--- config.mk ---
export PLATFORM = sky130hd
export DESIGN_NAME = alu_status_and_option_regs
export DESIGN_NICKNAME = d
export VERILOG_FILES = /design/src/shared/core_regs_pkg.sv /design/src/shared/alu_flags_if.sv /design/src/logic/alu_flag_unit.sv /design/src/logic/alu_status_and_option_regs.sv /design/src/logic/option_decode.sv
export SDC_FILE = /design/constraint.sdc
export NUM_CORES = 1
export LEC_CHECK = 0
export BUFFER_PORTS_ARGS = -buffer_cell sky130_fd_sc_hd__buf_2
export CELL_PAD_IN_SITES_DETAIL_PLACEMENT = 0
export CELL_PAD_IN_SITES_GLOBAL_PLACEMENT = 1
export CORE_ASPECT_RATIO = 0.8
export CORE_MARGIN = 1
export CORE_UTILIZATION = 41
export CTS_CLUSTER_SIZE = 16
export DETAILED_ROUTE_END_ITERATION = 16
export MAX_ROUTING_LAYER = met4
export PLACE_DENSITY_LB_ADDON = 0.05
export SKIP_LAST_GASP = 1
export SLEW_MARGIN = 10
export SYNTH_ARGS = -nofsm -noshare
export SYNTH_HDL_FRONTEND = slang
export SYNTH_HIERARCHICAL = 1
export SYNTH_SLANG_ARGS = --single-unit
--- constraint.sdc ---
create_clock -name clk -period 4.55 [get_ports clk]
set_input_delay 0.91 -clock clk [delete_from_list [all_inputs] [get_ports clk]]
set_output_delay 0.91 -clock clk [all_outputs]
set_load 0.005 [all_outputs]
--- src/shared/core_regs_pkg.sv ---
// Package: register map, field positions, reset values and ALU operation and reset event types
package core_regs_pkg;

  // ------------------------------------------------------------------
  // Register map (byte addresses on the register bus)
  // ------------------------------------------------------------------
  localparam logic [7:0] status_addr      = 8'h0c;
  localparam logic [7:0] option_addr      = 8'h04;
  localparam logic [7:0] alu_cmd_addr     = 8'h10;
  localparam logic [7:0] alu_opnd_addr    = 8'h14;
  localparam logic [7:0] alu_result_addr  = 8'h18;
  localparam logic [7:0] reset_event_addr = 8'h1c;
  localparam logic [7:0] derived_addr     = 8'h20;
  localparam int         status_index     = 8'h03;
  localparam int         option_index     = 8'h81;

  // ------------------------------------------------------------------
  // Status fields
  // ------------------------------------------------------------------
  localparam int st_carry    = 0;
  localparam int st_nibble   = 1;
  localparam int st_zero     = 2;
  localparam int st_sleep    = 3;
  localparam int st_expiry   = 4;
  localparam int st_bank_lo  = 5;
  localparam int st_bank_hi  = 6;
  localparam int st_indirect = 7;
  localparam logic [7:0] status_reset      = 8'h18;
  localparam logic [7:0] status_sw_mask    = 8'h27;

  // ------------------------------------------------------------------
  // Option fields
  // ------------------------------------------------------------------
  localparam int op_ratio_lsb = 0;
  localparam int op_owner     = 3;
  localparam int op_t0_edge   = 4;
  localparam int op_t0_src    = 5;
  localparam int op_irq_edge  = 6;
  localparam int op_pullup    = 7;
  localparam logic [7:0] option_reset = 8'hff;

  // ------------------------------------------------------------------
  // Misc constants
  // ------------------------------------------------------------------
  localparam logic [7:0] bank_size     = 8'h80;
  localparam logic [8:0] ratio_base    = 9'h002;
  localparam logic [1:0] axi_okay      = 2'b00;
  localparam logic [1:0] axi_slverr    = 2'b10;
  localparam logic [4:0] nib_carry_bit = 5'h10;

  // ------------------------------------------------------------------
  // ALU operations issued through the command register
  // ------------------------------------------------------------------
  typedef enum logic [2:0]
  {
    op_add = 3'b000,
    op_sub = 3'b001,
    op_and = 3'b010,
    op_or  = 3'b011,
    op_xor = 3'b100,
    op_rlf = 3'b101,
    op_rrf = 3'b110,
    op_clr = 3'b111
  } alu_op_t;

  // Reset-cause events
  typedef enum logic [1:0]
  {
    ev_none    = 2'b00,
    ev_wdt_clr = 2'b01,
    ev_sleep   = 2'b10,
    ev_timeout = 2'b11
  } reset_event_t;

endpackage

--- src/shared/alu_flags_if.sv ---
// Interface: ALU operation request and resulting flags
interface alu_flags_if;
  import core_regs_pkg::*;
  logic [2:0] op;
  logic [7:0] a;
  logic [7:0] b;
  logic       carry_in;
  logic [7:0] result;
  logic       carry;
  logic       nibble;
  logic       zero;
  logic       sets_carry;
  logic       sets_nibble;

  modport core (output op, output a, output b, output carry_in,
                input result, input carry, input nibble, input zero,
                input sets_carry, input sets_nibble);
  modport alu  (input op, input a, input b, input carry_in,
                output result, output carry, output nibble, output zero,
                output sets_carry, output sets_nibble);
endinterface

--- src/logic/alu_flag_unit.sv ---
// Combinational ALU that computes the result and its status flags
module alu_flag_unit
  import core_regs_pkg::*;
(
  alu_flags_if.alu f
);

  logic [8:0] sum;
  logic [4:0] nib;
  logic [7:0] b_eff;

  always_comb
  begin
    b_eff         = (f.op == op_sub) ? (~f.b + 8'h01) : f.b;     // see [RULE6]
    sum           = {1'b0, f.a} + {1'b0, b_eff};
    nib           = {1'b0, f.a[3:0]} + {1'b0, b_eff[3:0]};
    f.result      = 8'h00;
    f.carry       = 1'b0;
    f.nibble      = 1'b0;
    f.sets_carry  = 1'b0;
    f.sets_nibble = 1'b0;
    case (f.op)
      op_add, op_sub:
      begin
        f.result      = sum[7:0];
        // Subtract: two's complement add, so carry is inverted borrow
        f.carry       = sum[8] | ((f.op == op_sub) && (f.b == 8'h00));  // see [RULE5]
        f.nibble      = ((nib & nib_carry_bit) != 5'h00)
                        | ((f.op == op_sub) && (f.b[3:0] == 4'h0));    // see [RULE4]
        f.sets_carry  = 1'b1;
        f.sets_nibble = 1'b1;
      end
      op_and: f.result = f.a & f.b;
      op_or:  f.result = f.a | f.b;
      op_xor: f.result = f.a ^ f.b;
      op_rlf:
      begin
        f.result     = {f.a[6:0], f.carry_in};
        f.carry      = f.a[7];                                        // see [RULE6]
        f.sets_carry = 1'b1;
      end
      op_rrf:
      begin
        f.result     = {f.carry_in, f.a[7:1]};
        f.carry      = f.a[0];                                        // see [RULE6]
        f.sets_carry = 1'b1;
      end
      op_clr: f.result = 8'h00;
      default: f.result = 8'h00;
    endcase
    f.zero = (f.result == 8'h00) && (f.op != op_rlf) && (f.op != op_rrf);  // see [RULE17]
  end

endmodule // alu_flag_unit

--- src/logic/alu_status_and_option_regs.sv ---
// Status and option registers behind an AXI4-Lite slave
//
// Behaviour
// [RULE1] Indirect bank select is bit 7; software keeps it clear.
// [RULE2] Direct bank bits 00 pick bank 0, 01 bank 1; 128 bytes each.
// [RULE3] Software keeps the upper direct bank select bit cleared.
// [RULE4] Nibble flag is carry from bit 3; inverted borrow on subtract.
// [RULE5] Carry flag is carry out of bit 7; inverted borrow on subtract.
// [RULE6] Subtract adds two's complement; rotates load carry from end bit.
// [RULE7] Option register controls shared prescaler, irq edge, source, pull-ups.
// [RULE8] Timer 0 at 1:1 means prescaler assigned to the watchdog.
// [RULE9] Pull-up disable 1 turns off all port B pull-ups.
// [RULE10] Irq edge bit 1 rising, 0 falling.
// [RULE11] Source bit 1 external pin, 0 instruction clock.
// [RULE12] Source edge bit 1 falling, 0 rising.
// [RULE13] Ratio field 000 gives 1:2, doubling up to 1:256.
// [RULE14] Flag-setting op to status overrides written zero, nibble, carry.
// [RULE15] Expiry and sleep flags are read-only to writes.
// [RULE16] Expiry set by power-up, clear-wdt, sleep; cleared by time-out.
// [RULE17] Zero flag follows whether the result is zero. Rotates do not set it from a zero test here.
// [RULE18] Owner bit 1 gives prescaler to watchdog, 0 to timer 0.
//
// Decided for this implementation: the AXI4-Lite interface to the registers.
module alu_status_and_option_regs
  import core_regs_pkg::*;
(
  input  wire logic        clk,
  input  wire logic        reset_n,
  input  wire logic [7:0]  s_axi_awaddr,
  input  wire logic        s_axi_awvalid,
  output logic             s_axi_awready,
  input  wire logic [31:0] s_axi_wdata,
  input  wire logic [3:0]  s_axi_wstrb,
  input  wire logic        s_axi_wvalid,
  output logic             s_axi_wready,
  output logic [1:0]       s_axi_bresp,
  output logic             s_axi_bvalid,
  input  wire logic        s_axi_bready,
  input  wire logic [7:0]  s_axi_araddr,
  input  wire logic        s_axi_arvalid,
  output logic             s_axi_arready,
  output logic [31:0]      s_axi_rdata,
  output logic [1:0]       s_axi_rresp,
  output logic             s_axi_rvalid,
  input  wire logic        s_axi_rready,
  output logic             pullups_off,
  output logic             irq_rising,
  output logic             t0_external,
  output logic             t0_falling,
  output logic             owner_watchdog,
  output logic [8:0]       t0_ratio,
  output logic [7:0]       data_bank_base
);

  // ------------------------------------------------------------------
  // State
  // ------------------------------------------------------------------
  logic [7:0]  status_q;
  logic [7:0]  option_q;
  logic [7:0]  opnd_a_q;
  logic [7:0]  opnd_b_q;
  logic [7:0]  result_q;
  logic        aw_held_q;
  logic        w_held_q;
  logic [7:0]  awaddr_q;
  logic [31:0] wdata_q;
  logic [3:0]  wstrb_q;
  logic        do_write;
  logic        lane0;
  logic        alu_go;
  logic [2:0]  alu_op_w;
  logic        to_status;
  logic        evt_go;
  logic [1:0]  evt_w;
  logic        aw_held_d;
  logic        w_held_d;
  logic        bvalid_d;
  logic        rvalid_d;

  alu_flags_if f ();

  alu_flag_unit u_alu
  (
    .f (f)
  );

  option_decode u_dec
  (
    .clk            (clk),
    .reset_n        (reset_n),
    .option_q       (option_q),
    .pullups_off    (pullups_off),
    .irq_rising     (irq_rising),
    .t0_external    (t0_external),
    .t0_falling     (t0_falling),
    .owner_watchdog (owner_watchdog),
    .t0_ratio       (t0_ratio)
  );

  // ------------------------------------------------------------------
  // Write channel capture
  // ------------------------------------------------------------------
  assign do_write      = aw_held_q && w_held_q && !s_axi_bvalid;
  assign lane0         = wstrb_q[0];
  // Next-state view so the ready outputs come from flops
  assign aw_held_d     = (aw_held_q || (s_axi_awvalid && s_axi_awready)) && !do_write;
  assign w_held_d      = (w_held_q || (s_axi_wvalid && s_axi_wready)) && !do_write;
  assign bvalid_d      = do_write || (s_axi_bvalid && !s_axi_bready);
  assign rvalid_d      = (s_axi_arvalid && s_axi_arready) || (s_axi_rvalid && !s_axi_rready);

  always_ff @(posedge clk)
  begin
    if (!reset_n)
    begin
      s_axi_awready <= 1'b1;
      s_axi_wready  <= 1'b1;
      s_axi_arready <= 1'b1;
    end
    else
    begin
      s_axi_awready <= !aw_held_d && !bvalid_d;
      s_axi_wready  <= !w_held_d && !bvalid_d;
      s_axi_arready <= !rvalid_d;
    end
  end

  always_ff @(posedge clk)
  begin
    if (!reset_n)
    begin
      aw_held_q <= 1'b0;
      w_held_q  <= 1'b0;
      awaddr_q  <= 8'h00;
      wdata_q   <= 32'h0000_0000;
      wstrb_q   <= 4'h0;
    end
    else
    begin
      if (s_axi_awvalid && s_axi_awready)
      begin
        aw_held_q <= 1'b1;
        awaddr_q  <= s_axi_awaddr;
      end
      if (s_axi_wvalid && s_axi_wready)
      begin
        w_held_q <= 1'b1;
        wdata_q  <= s_axi_wdata;
        wstrb_q  <= s_axi_wstrb;
      end
      if (do_write)
      begin
        aw_held_q <= 1'b0;
        w_held_q  <= 1'b0;
      end
    end
  end

  function automatic logic known_addr(input logic [7:0] a);
    known_addr = (a == status_addr) || (a == option_addr) || (a == alu_cmd_addr)
                 || (a == alu_opnd_addr) || (a == alu_result_addr)
                 || (a == reset_event_addr) || (a == derived_addr);
  endfunction

  always_ff @(posedge clk)
  begin
    if (!reset_n)
    begin
      s_axi_bvalid <= 1'b0;
      s_axi_bresp  <= axi_okay;
    end
    else if (do_write)
    begin
      s_axi_bvalid <= 1'b1;
      s_axi_bresp  <= known_addr(awaddr_q) ? axi_okay : axi_slverr;
    end
    else if (s_axi_bready)
    begin
      s_axi_bvalid <= 1'b0;
    end
  end

  // ------------------------------------------------------------------
  // Command decode
  // ------------------------------------------------------------------
  assign alu_go    = do_write && lane0 && (awaddr_q == alu_cmd_addr);
  assign alu_op_w  = wdata_q[2:0];
  assign to_status = wdata_q[3];
  assign evt_go    = do_write && lane0 && (awaddr_q == reset_event_addr);
  assign evt_w     = wdata_q[1:0];

  assign f.op       = alu_op_w;
  assign f.a        = opnd_a_q;
  assign f.b        = opnd_b_q;
  assign f.carry_in = status_q[st_carry];

  always_ff @(posedge clk)
  begin
    if (!reset_n)
    begin
      opnd_a_q <= 8'h00;
      opnd_b_q <= 8'h00;
      result_q <= 8'h00;
    end
    else
    begin
      if (do_write && (awaddr_q == alu_opnd_addr))
      begin
        if (wstrb_q[0])
          opnd_a_q <= wdata_q[7:0];
        if (wstrb_q[1])
          opnd_b_q <= wdata_q[15:8];
      end
      if (alu_go)
        result_q <= f.result;
    end
  end

  // ------------------------------------------------------------------
  // Status register
  // ------------------------------------------------------------------
  always_ff @(posedge clk)
  begin
    if (!reset_n)
    begin
      status_q <= status_reset;                                  // see [RULE16]
    end
    else if (alu_go)
    begin
      // Result lands in status: only writable bits take it
      if (to_status)
        status_q <= (status_q & ~status_sw_mask) | (f.result & status_sw_mask);
      status_q[st_zero] <= f.zero | (alu_op_w == op_clr);       // see [RULE14] [RULE17]
      if (f.sets_carry)
        status_q[st_carry] <= f.carry;                           // see [RULE5] [RULE14]
      if (f.sets_nibble)
        status_q[st_nibble] <= f.nibble;                         // see [RULE4] [RULE14]
      if ((alu_op_w == op_rlf) || (alu_op_w == op_rrf))
        status_q[st_zero] <= to_status ? f.result[st_zero] : status_q[st_zero];
    end
    else if (evt_go)
    begin
      case (evt_w)
        ev_wdt_clr:
        begin
          status_q[st_expiry] <= 1'b1;                           // see [RULE16]
          status_q[st_sleep]  <= 1'b1;
        end
        ev_sleep:
        begin
          status_q[st_expiry] <= 1'b1;                           // see [RULE16]
          status_q[st_sleep]  <= 1'b0;
        end
        ev_timeout: status_q[st_expiry] <= 1'b0;                 // see [RULE16]
        default: status_q <= status_q;
      endcase
    end
    else if (do_write && lane0 && (awaddr_q == status_addr))
    begin
      // Expiry, sleep, upper bank and indirect bits hold; rest is writable
      status_q <= (status_q & ~status_sw_mask)
                  | (wdata_q[7:0] & status_sw_mask);             // see [RULE15] [RULE1] [RULE3]
    end
  end

  // ------------------------------------------------------------------
  // Option register and bank base
  // ------------------------------------------------------------------
  always_ff @(posedge clk)
  begin
    if (!reset_n)
      option_q <= option_reset;
    else if (do_write && lane0 && (awaddr_q == option_addr))
      option_q <= wdata_q[7:0];                                  // see [RULE7]
  end

  always_ff @(posedge clk)
  begin
    if (!reset_n)
      data_bank_base <= 8'h00;
    else
      data_bank_base <= status_q[st_bank_lo] ? bank_size : 8'h00;  // see [RULE2]
  end

  // ------------------------------------------------------------------
  // Read channel
  // ------------------------------------------------------------------
  function automatic logic [7:0] read_mux(input logic [7:0] a);
    case (a)
      status_addr:      read_mux = status_q;
      option_addr:      read_mux = option_q;
      alu_opnd_addr:    read_mux = opnd_a_q;
      alu_result_addr:  read_mux = result_q;
      derived_addr:     read_mux = t0_ratio[8:1];
      default:          read_mux = 8'h00;
    endcase
  endfunction


  always_ff @(posedge clk)
  begin
    if (!reset_n)
    begin
      s_axi_rvalid <= 1'b0;
      s_axi_rdata  <= 32'h0000_0000;
      s_axi_rresp  <= axi_okay;
    end
    else if (s_axi_arvalid && s_axi_arready)
    begin
      s_axi_rvalid <= 1'b1;
      s_axi_rdata  <= {24'h00_0000, read_mux(s_axi_araddr)};
      s_axi_rresp  <= known_addr(s_axi_araddr) ? axi_okay : axi_slverr;
    end
    else if (s_axi_rready)
    begin
      s_axi_rvalid <= 1'b0;
    end
  end

endmodule // alu_status_and_option_regs

--- src/logic/option_decode.sv ---
// Registered decode of the option settings into consumer controls
module option_decode
  import core_regs_pkg::*;
(
  input  wire logic       clk,
  input  wire logic       reset_n,
  input  wire logic [7:0] option_q,
  output logic            pullups_off,
  output logic            irq_rising,
  output logic            t0_external,
  output logic            t0_falling,
  output logic            owner_watchdog,
  output logic [8:0]      t0_ratio
);

  // Ratio while the watchdog owns the prescaler
  localparam logic [8:0] ratio_one = 9'h001;

  // Ratio 1:2 at code 0, doubling each step
  function automatic logic [8:0] ratio_of(input logic [2:0] code);
    ratio_of = ratio_base << code;
  endfunction

  always_ff @(posedge clk)
  begin
    if (!reset_n)
    begin
      pullups_off    <= option_reset[op_pullup];
      irq_rising     <= option_reset[op_irq_edge];
      t0_external    <= option_reset[op_t0_src];
      t0_falling     <= option_reset[op_t0_edge];
      owner_watchdog <= option_reset[op_owner];
      t0_ratio       <= ratio_one;
    end
    else
    begin
      pullups_off    <= option_q[op_pullup];                  // see [RULE9]
      irq_rising     <= option_q[op_irq_edge];                // see [RULE10]
      t0_external    <= option_q[op_t0_src];                  // see [RULE11]
      t0_falling     <= option_q[op_t0_edge];                 // see [RULE12]
      owner_watchdog <= option_q[op_owner];                   // see [RULE18]
      // Watchdog ownership leaves timer 0 at 1:1
      t0_ratio <= option_q[op_owner] ? ratio_one
                  : ratio_of(option_q[op_ratio_lsb +: 3]);    // see [RULE13] [RULE8]
    end
  end

endmodule // option_decode

==> flow_metrics.env <==
export IMPL_synth_seq_area_share_pct=34.8
export IMPL_period_share_pct=85.3
export IMPL_r2r_start="wdata_q[1]"
export IMPL_powerDensity_nw_per_um2=300
export IMPL_crit_chain="or2_1 > inv_1 > nand2_1 > mux2_2 > fa_1 > a21oi_1 > o21bai_1 > o41a_1 > and3_1 > or3_1 > nor4_2 > o22ai_1 > o2bb2ai_1 > a41o_2"
export IMPL_antenna_found_initial=0
export IMPL_area_delta_synth_final_pct=11.0
export IMPL_hold_viol_final=0
export IMPL_die_x_um=132
export IMPL_layout_drive_gt1_share_pct=15.6
export IMPL_drc_errors=0
export IMPL_skew_ps=10.8
export IMPL_grt_pass1_vias=4373
export IMPL_arrival_ps=4170
export IMPL_fillers=1334
export IMPL_antenna_cells=0
export IMPL_worst_slew_pin_slew_ps=744
export IMPL_h_tree_depth=3
export IMPL_die_height_um=106
export IMPL_row_count=37
export IMPL_hold_depth=2
export IMPL_seq_area_um2=1920
export IMPL_r2r_slack_ps=670
export IMPL_synth_seq_cells=96
export IMPL_irDropWorstVdd_uv=188
export IMPL_timing_rr_end="status_q[2]"
export IMPL_grt_pass1_wl_um=22700
export IMPL_whs_endpoint="wstrb_q[1]"
export IMPL_hold_start="wstrb_q[1]"
export IMPL_tritoncts="done"
export IMPL_synth_area_um2=5520
export IMPL_r2r_cells=14
export IMPL_cpPeakStageDelay_ps=430
export IMPL_maxSlewViolCount=0
export IMPL_ys_warnings_count=6
export IMPL_drv_cap=0
export IMPL_clockBufferDepth=2
export IMPL_setup_violations=0
export IMPL_finalSetupTns_ps=0
export IMPL_drtAntennaViolNets=0
export IMPL_synth_edf_count=0
export IMPL_slowest_stage="fa_1"
export IMPL_cts_hold_buf=0
export IMPL_cp_top_family="simple AND/OR/NAND/NOR gates"
export IMPL_dp_cells=864
export IMPL_critPathLaunch="wdata_q[1]"
export IMPL_crit_type="reg -> reg"
export IMPL_grt_use_total_pct=21.3
export IMPL_required_ps=4840
export IMPL_status="completed"
export IMPL_async_flop_share_pct=0
export IMPL_fin_cells=880
export IMPL_place_hpwl_um=10300
export IMPL_dieArea_um2=13900
export IMPL_period_minus_slack_ps=3880
export IMPL_first_iter_violations=262
export IMPL_syn_mean_instance_area_um2=8.52
export IMPL_cp_max_fo=10
export IMPL_routed_wl_um=13800
export IMPL_syn_inst=648
export IMPL_max_clock_freq_ghz=0.258
export IMPL_first_pass_iters=4
export IMPL_layout_nets=788
export IMPL_avgRoutedWirePerCell_um=15.7
export IMPL_start_util_pct=42.4
export IMPL_clk_pin_slew_ps=70
export IMPL_slew_limit_headroom_pct=50.4
export IMPL_rsz0062_at_grt="false"
export IMPL_place_congestion=0.850
export IMPL_fp_coreArea_um2=13000
export IMPL_io_buffers=70
export IMPL_viasPerCell=5.31
export IMPL_p_leak_nw=2.57
export IMPL_post_route_util_pct=47.1
export IMPL_critical_path_endpoint_type="flop"
export IMPL_start_kind="flop"
export IMPL_post_cts_resized=0
export IMPL_root_buffer="clkbuf_16"
export IMPL_multiInputGateArea_um2=3220
export IMPL_synth_cell_types=69
export IMPL_insertion_delay_ps=340
export IMPL_crit_buf_inv=1
export IMPL_hp_class="reg -> reg"
export IMPL_io_pins=122
export IMPL_cts_setup_buffers=0
export IMPL_grt_max_degree=49
export IMPL_numCtsBuffers=9
export IMPL_via_count=4677
export IMPL_synthFlopType="dfxtp_1"
export IMPL_grt_ovfl_total=0
export IMPL_clock_sinks=96
[metal layers]
layer | global-route usage [%] | vias to the layer above | part of all wire (%)
met4 | 5.48 | 0 | 0.98
li1 | - | 2309 | -
met1 | 29.3 | 2207 | 50
met5 | - | - | 0
met3 | 3.80 | 13 | 4.8
met2 | 32.2 | 148 | 44
[per-stage QoR]
stage	setup WS (ps)	hold WS, ps	area (um2)	total power, W
floorplan	1000	427	5640	0.00107
global placement	757	446	5840	0.00112
detailed placement	724	453	5840	0.00112
CTS	687	464	6130	0.00186
global route	382	493	6130	0.00192
finish	669	463	6130	0.00184
[where the power goes]
group / total (W) / internal (W) / switching, W
clock: 0.000734 / 0.000382 / 0.000352
sequential: 0.000889 / 0.000866 / 0.0000229
combinational: 0.000213 / 0.0000837 / 0.000129
[worst reg2reg max path: cells and delay by family (launching register included)]
kind,cells,cell delay (ps)
buffers and inverters,1,190
and+or+nand+nor,5,1430
muxes,1,380
AOI/OAI and AO/OA,6,1070
DFF,1,330
adders and majority gates,1,440
[synthesized netlist by cell type, types with 5 or more instances]
cell type  instances  area [um2]
a21boi_0          23         173
a21oi_1           37         185
a221oi_1           8        70.1
a22o_1             6        52.6
a22oi_1            9        67.6
a31oi_1            6        37.5
and2_1             6        37.5
and3_1             7        43.8
buf_2              7        35.0
buf_4             36         270
clkbuf_1          19        71.3
dfxtp_1           96        1920
ha_1              28         350
inv_1             25        93.8
mux2i_1           34         340
nand2_1           82         308
nand2b_1          12        75.1
nand3_1            7        35.0
nand3b_1           8        60.1
nor2_1            42         158
nor2b_1           26         163
nor3_1            10        50.1
o21ai_0           24         120
or2b_1             5        37.5
or3_1              6        37.5
xnor2_1            7        61.3
[worst max-delay path by stage]
stage / to / slack [ps] / cells past startpoint
floorplan: status_q[2] / 1000 / 16
global placement: status_q[2] / 760 / 14
detailed placement: status_q[2] / 720 / 14
CTS: status_q[2] / 690 / 14
global route: status_q[2] / 380 / 14
finish: status_q[2] / 670 / 14
[kinds of logic after synthesis]
kind of cell | after synthesis | share of synthesized area, %
AOI/OAI and AO/OA | 147 | 18.2
xor gates and xnor gates | 10 | 1.59
adders and majority gates | 29 | 6.71
buffers and inverters | 91 | 9.06
DFF | 96 | 34.8
muxes | 38 | 6.98
other | 1 | 0.0679
and+or+nand+nor | 236 | 22.6
[registers in the layout, summed over array words and instances (netlist names), 2 cells and up]
name / flops
option_q: 8
u_dec/t0_ratio: 9
status_q: 6
f.a: 8
s_axi_rdata: 8
f.b: 8
wstrb_q: 2
result_q: 8
awaddr_q: 8
wdata_q: 16
[cell type report]
type,instances,area share [%]
Sequential cell,96,31.4
Clock inverter,7,0.980
Tap cell,175,3.57
Timing Repair Buffer,75,6.33
Clock buffer,9,3.68
Inverter,25,1.53
Multi-Input combinational cell,493,52.5
[placed cells by master (no fill, tap or decap), types with 10 or more instances in the layout]
cell / netlist / layout
ha_1: 28 / 28
o21ai_0: 24 / 24
mux2i_1: 34 / 34
conb_1: 1 / 33
a21boi_0: 23 / 23
nor3_1: 10 / 10
nand2b_1: 12 / 12
nor2_1: 42 / 42
nand2_1: 82 / 82
inv_1: 25 / 25
buf_2: 7 / 70
a21oi_1: 37 / 37
nor2b_1: 26 / 26
dfxtp_1: 96 / 96
(Power assumes the default switching activity.)
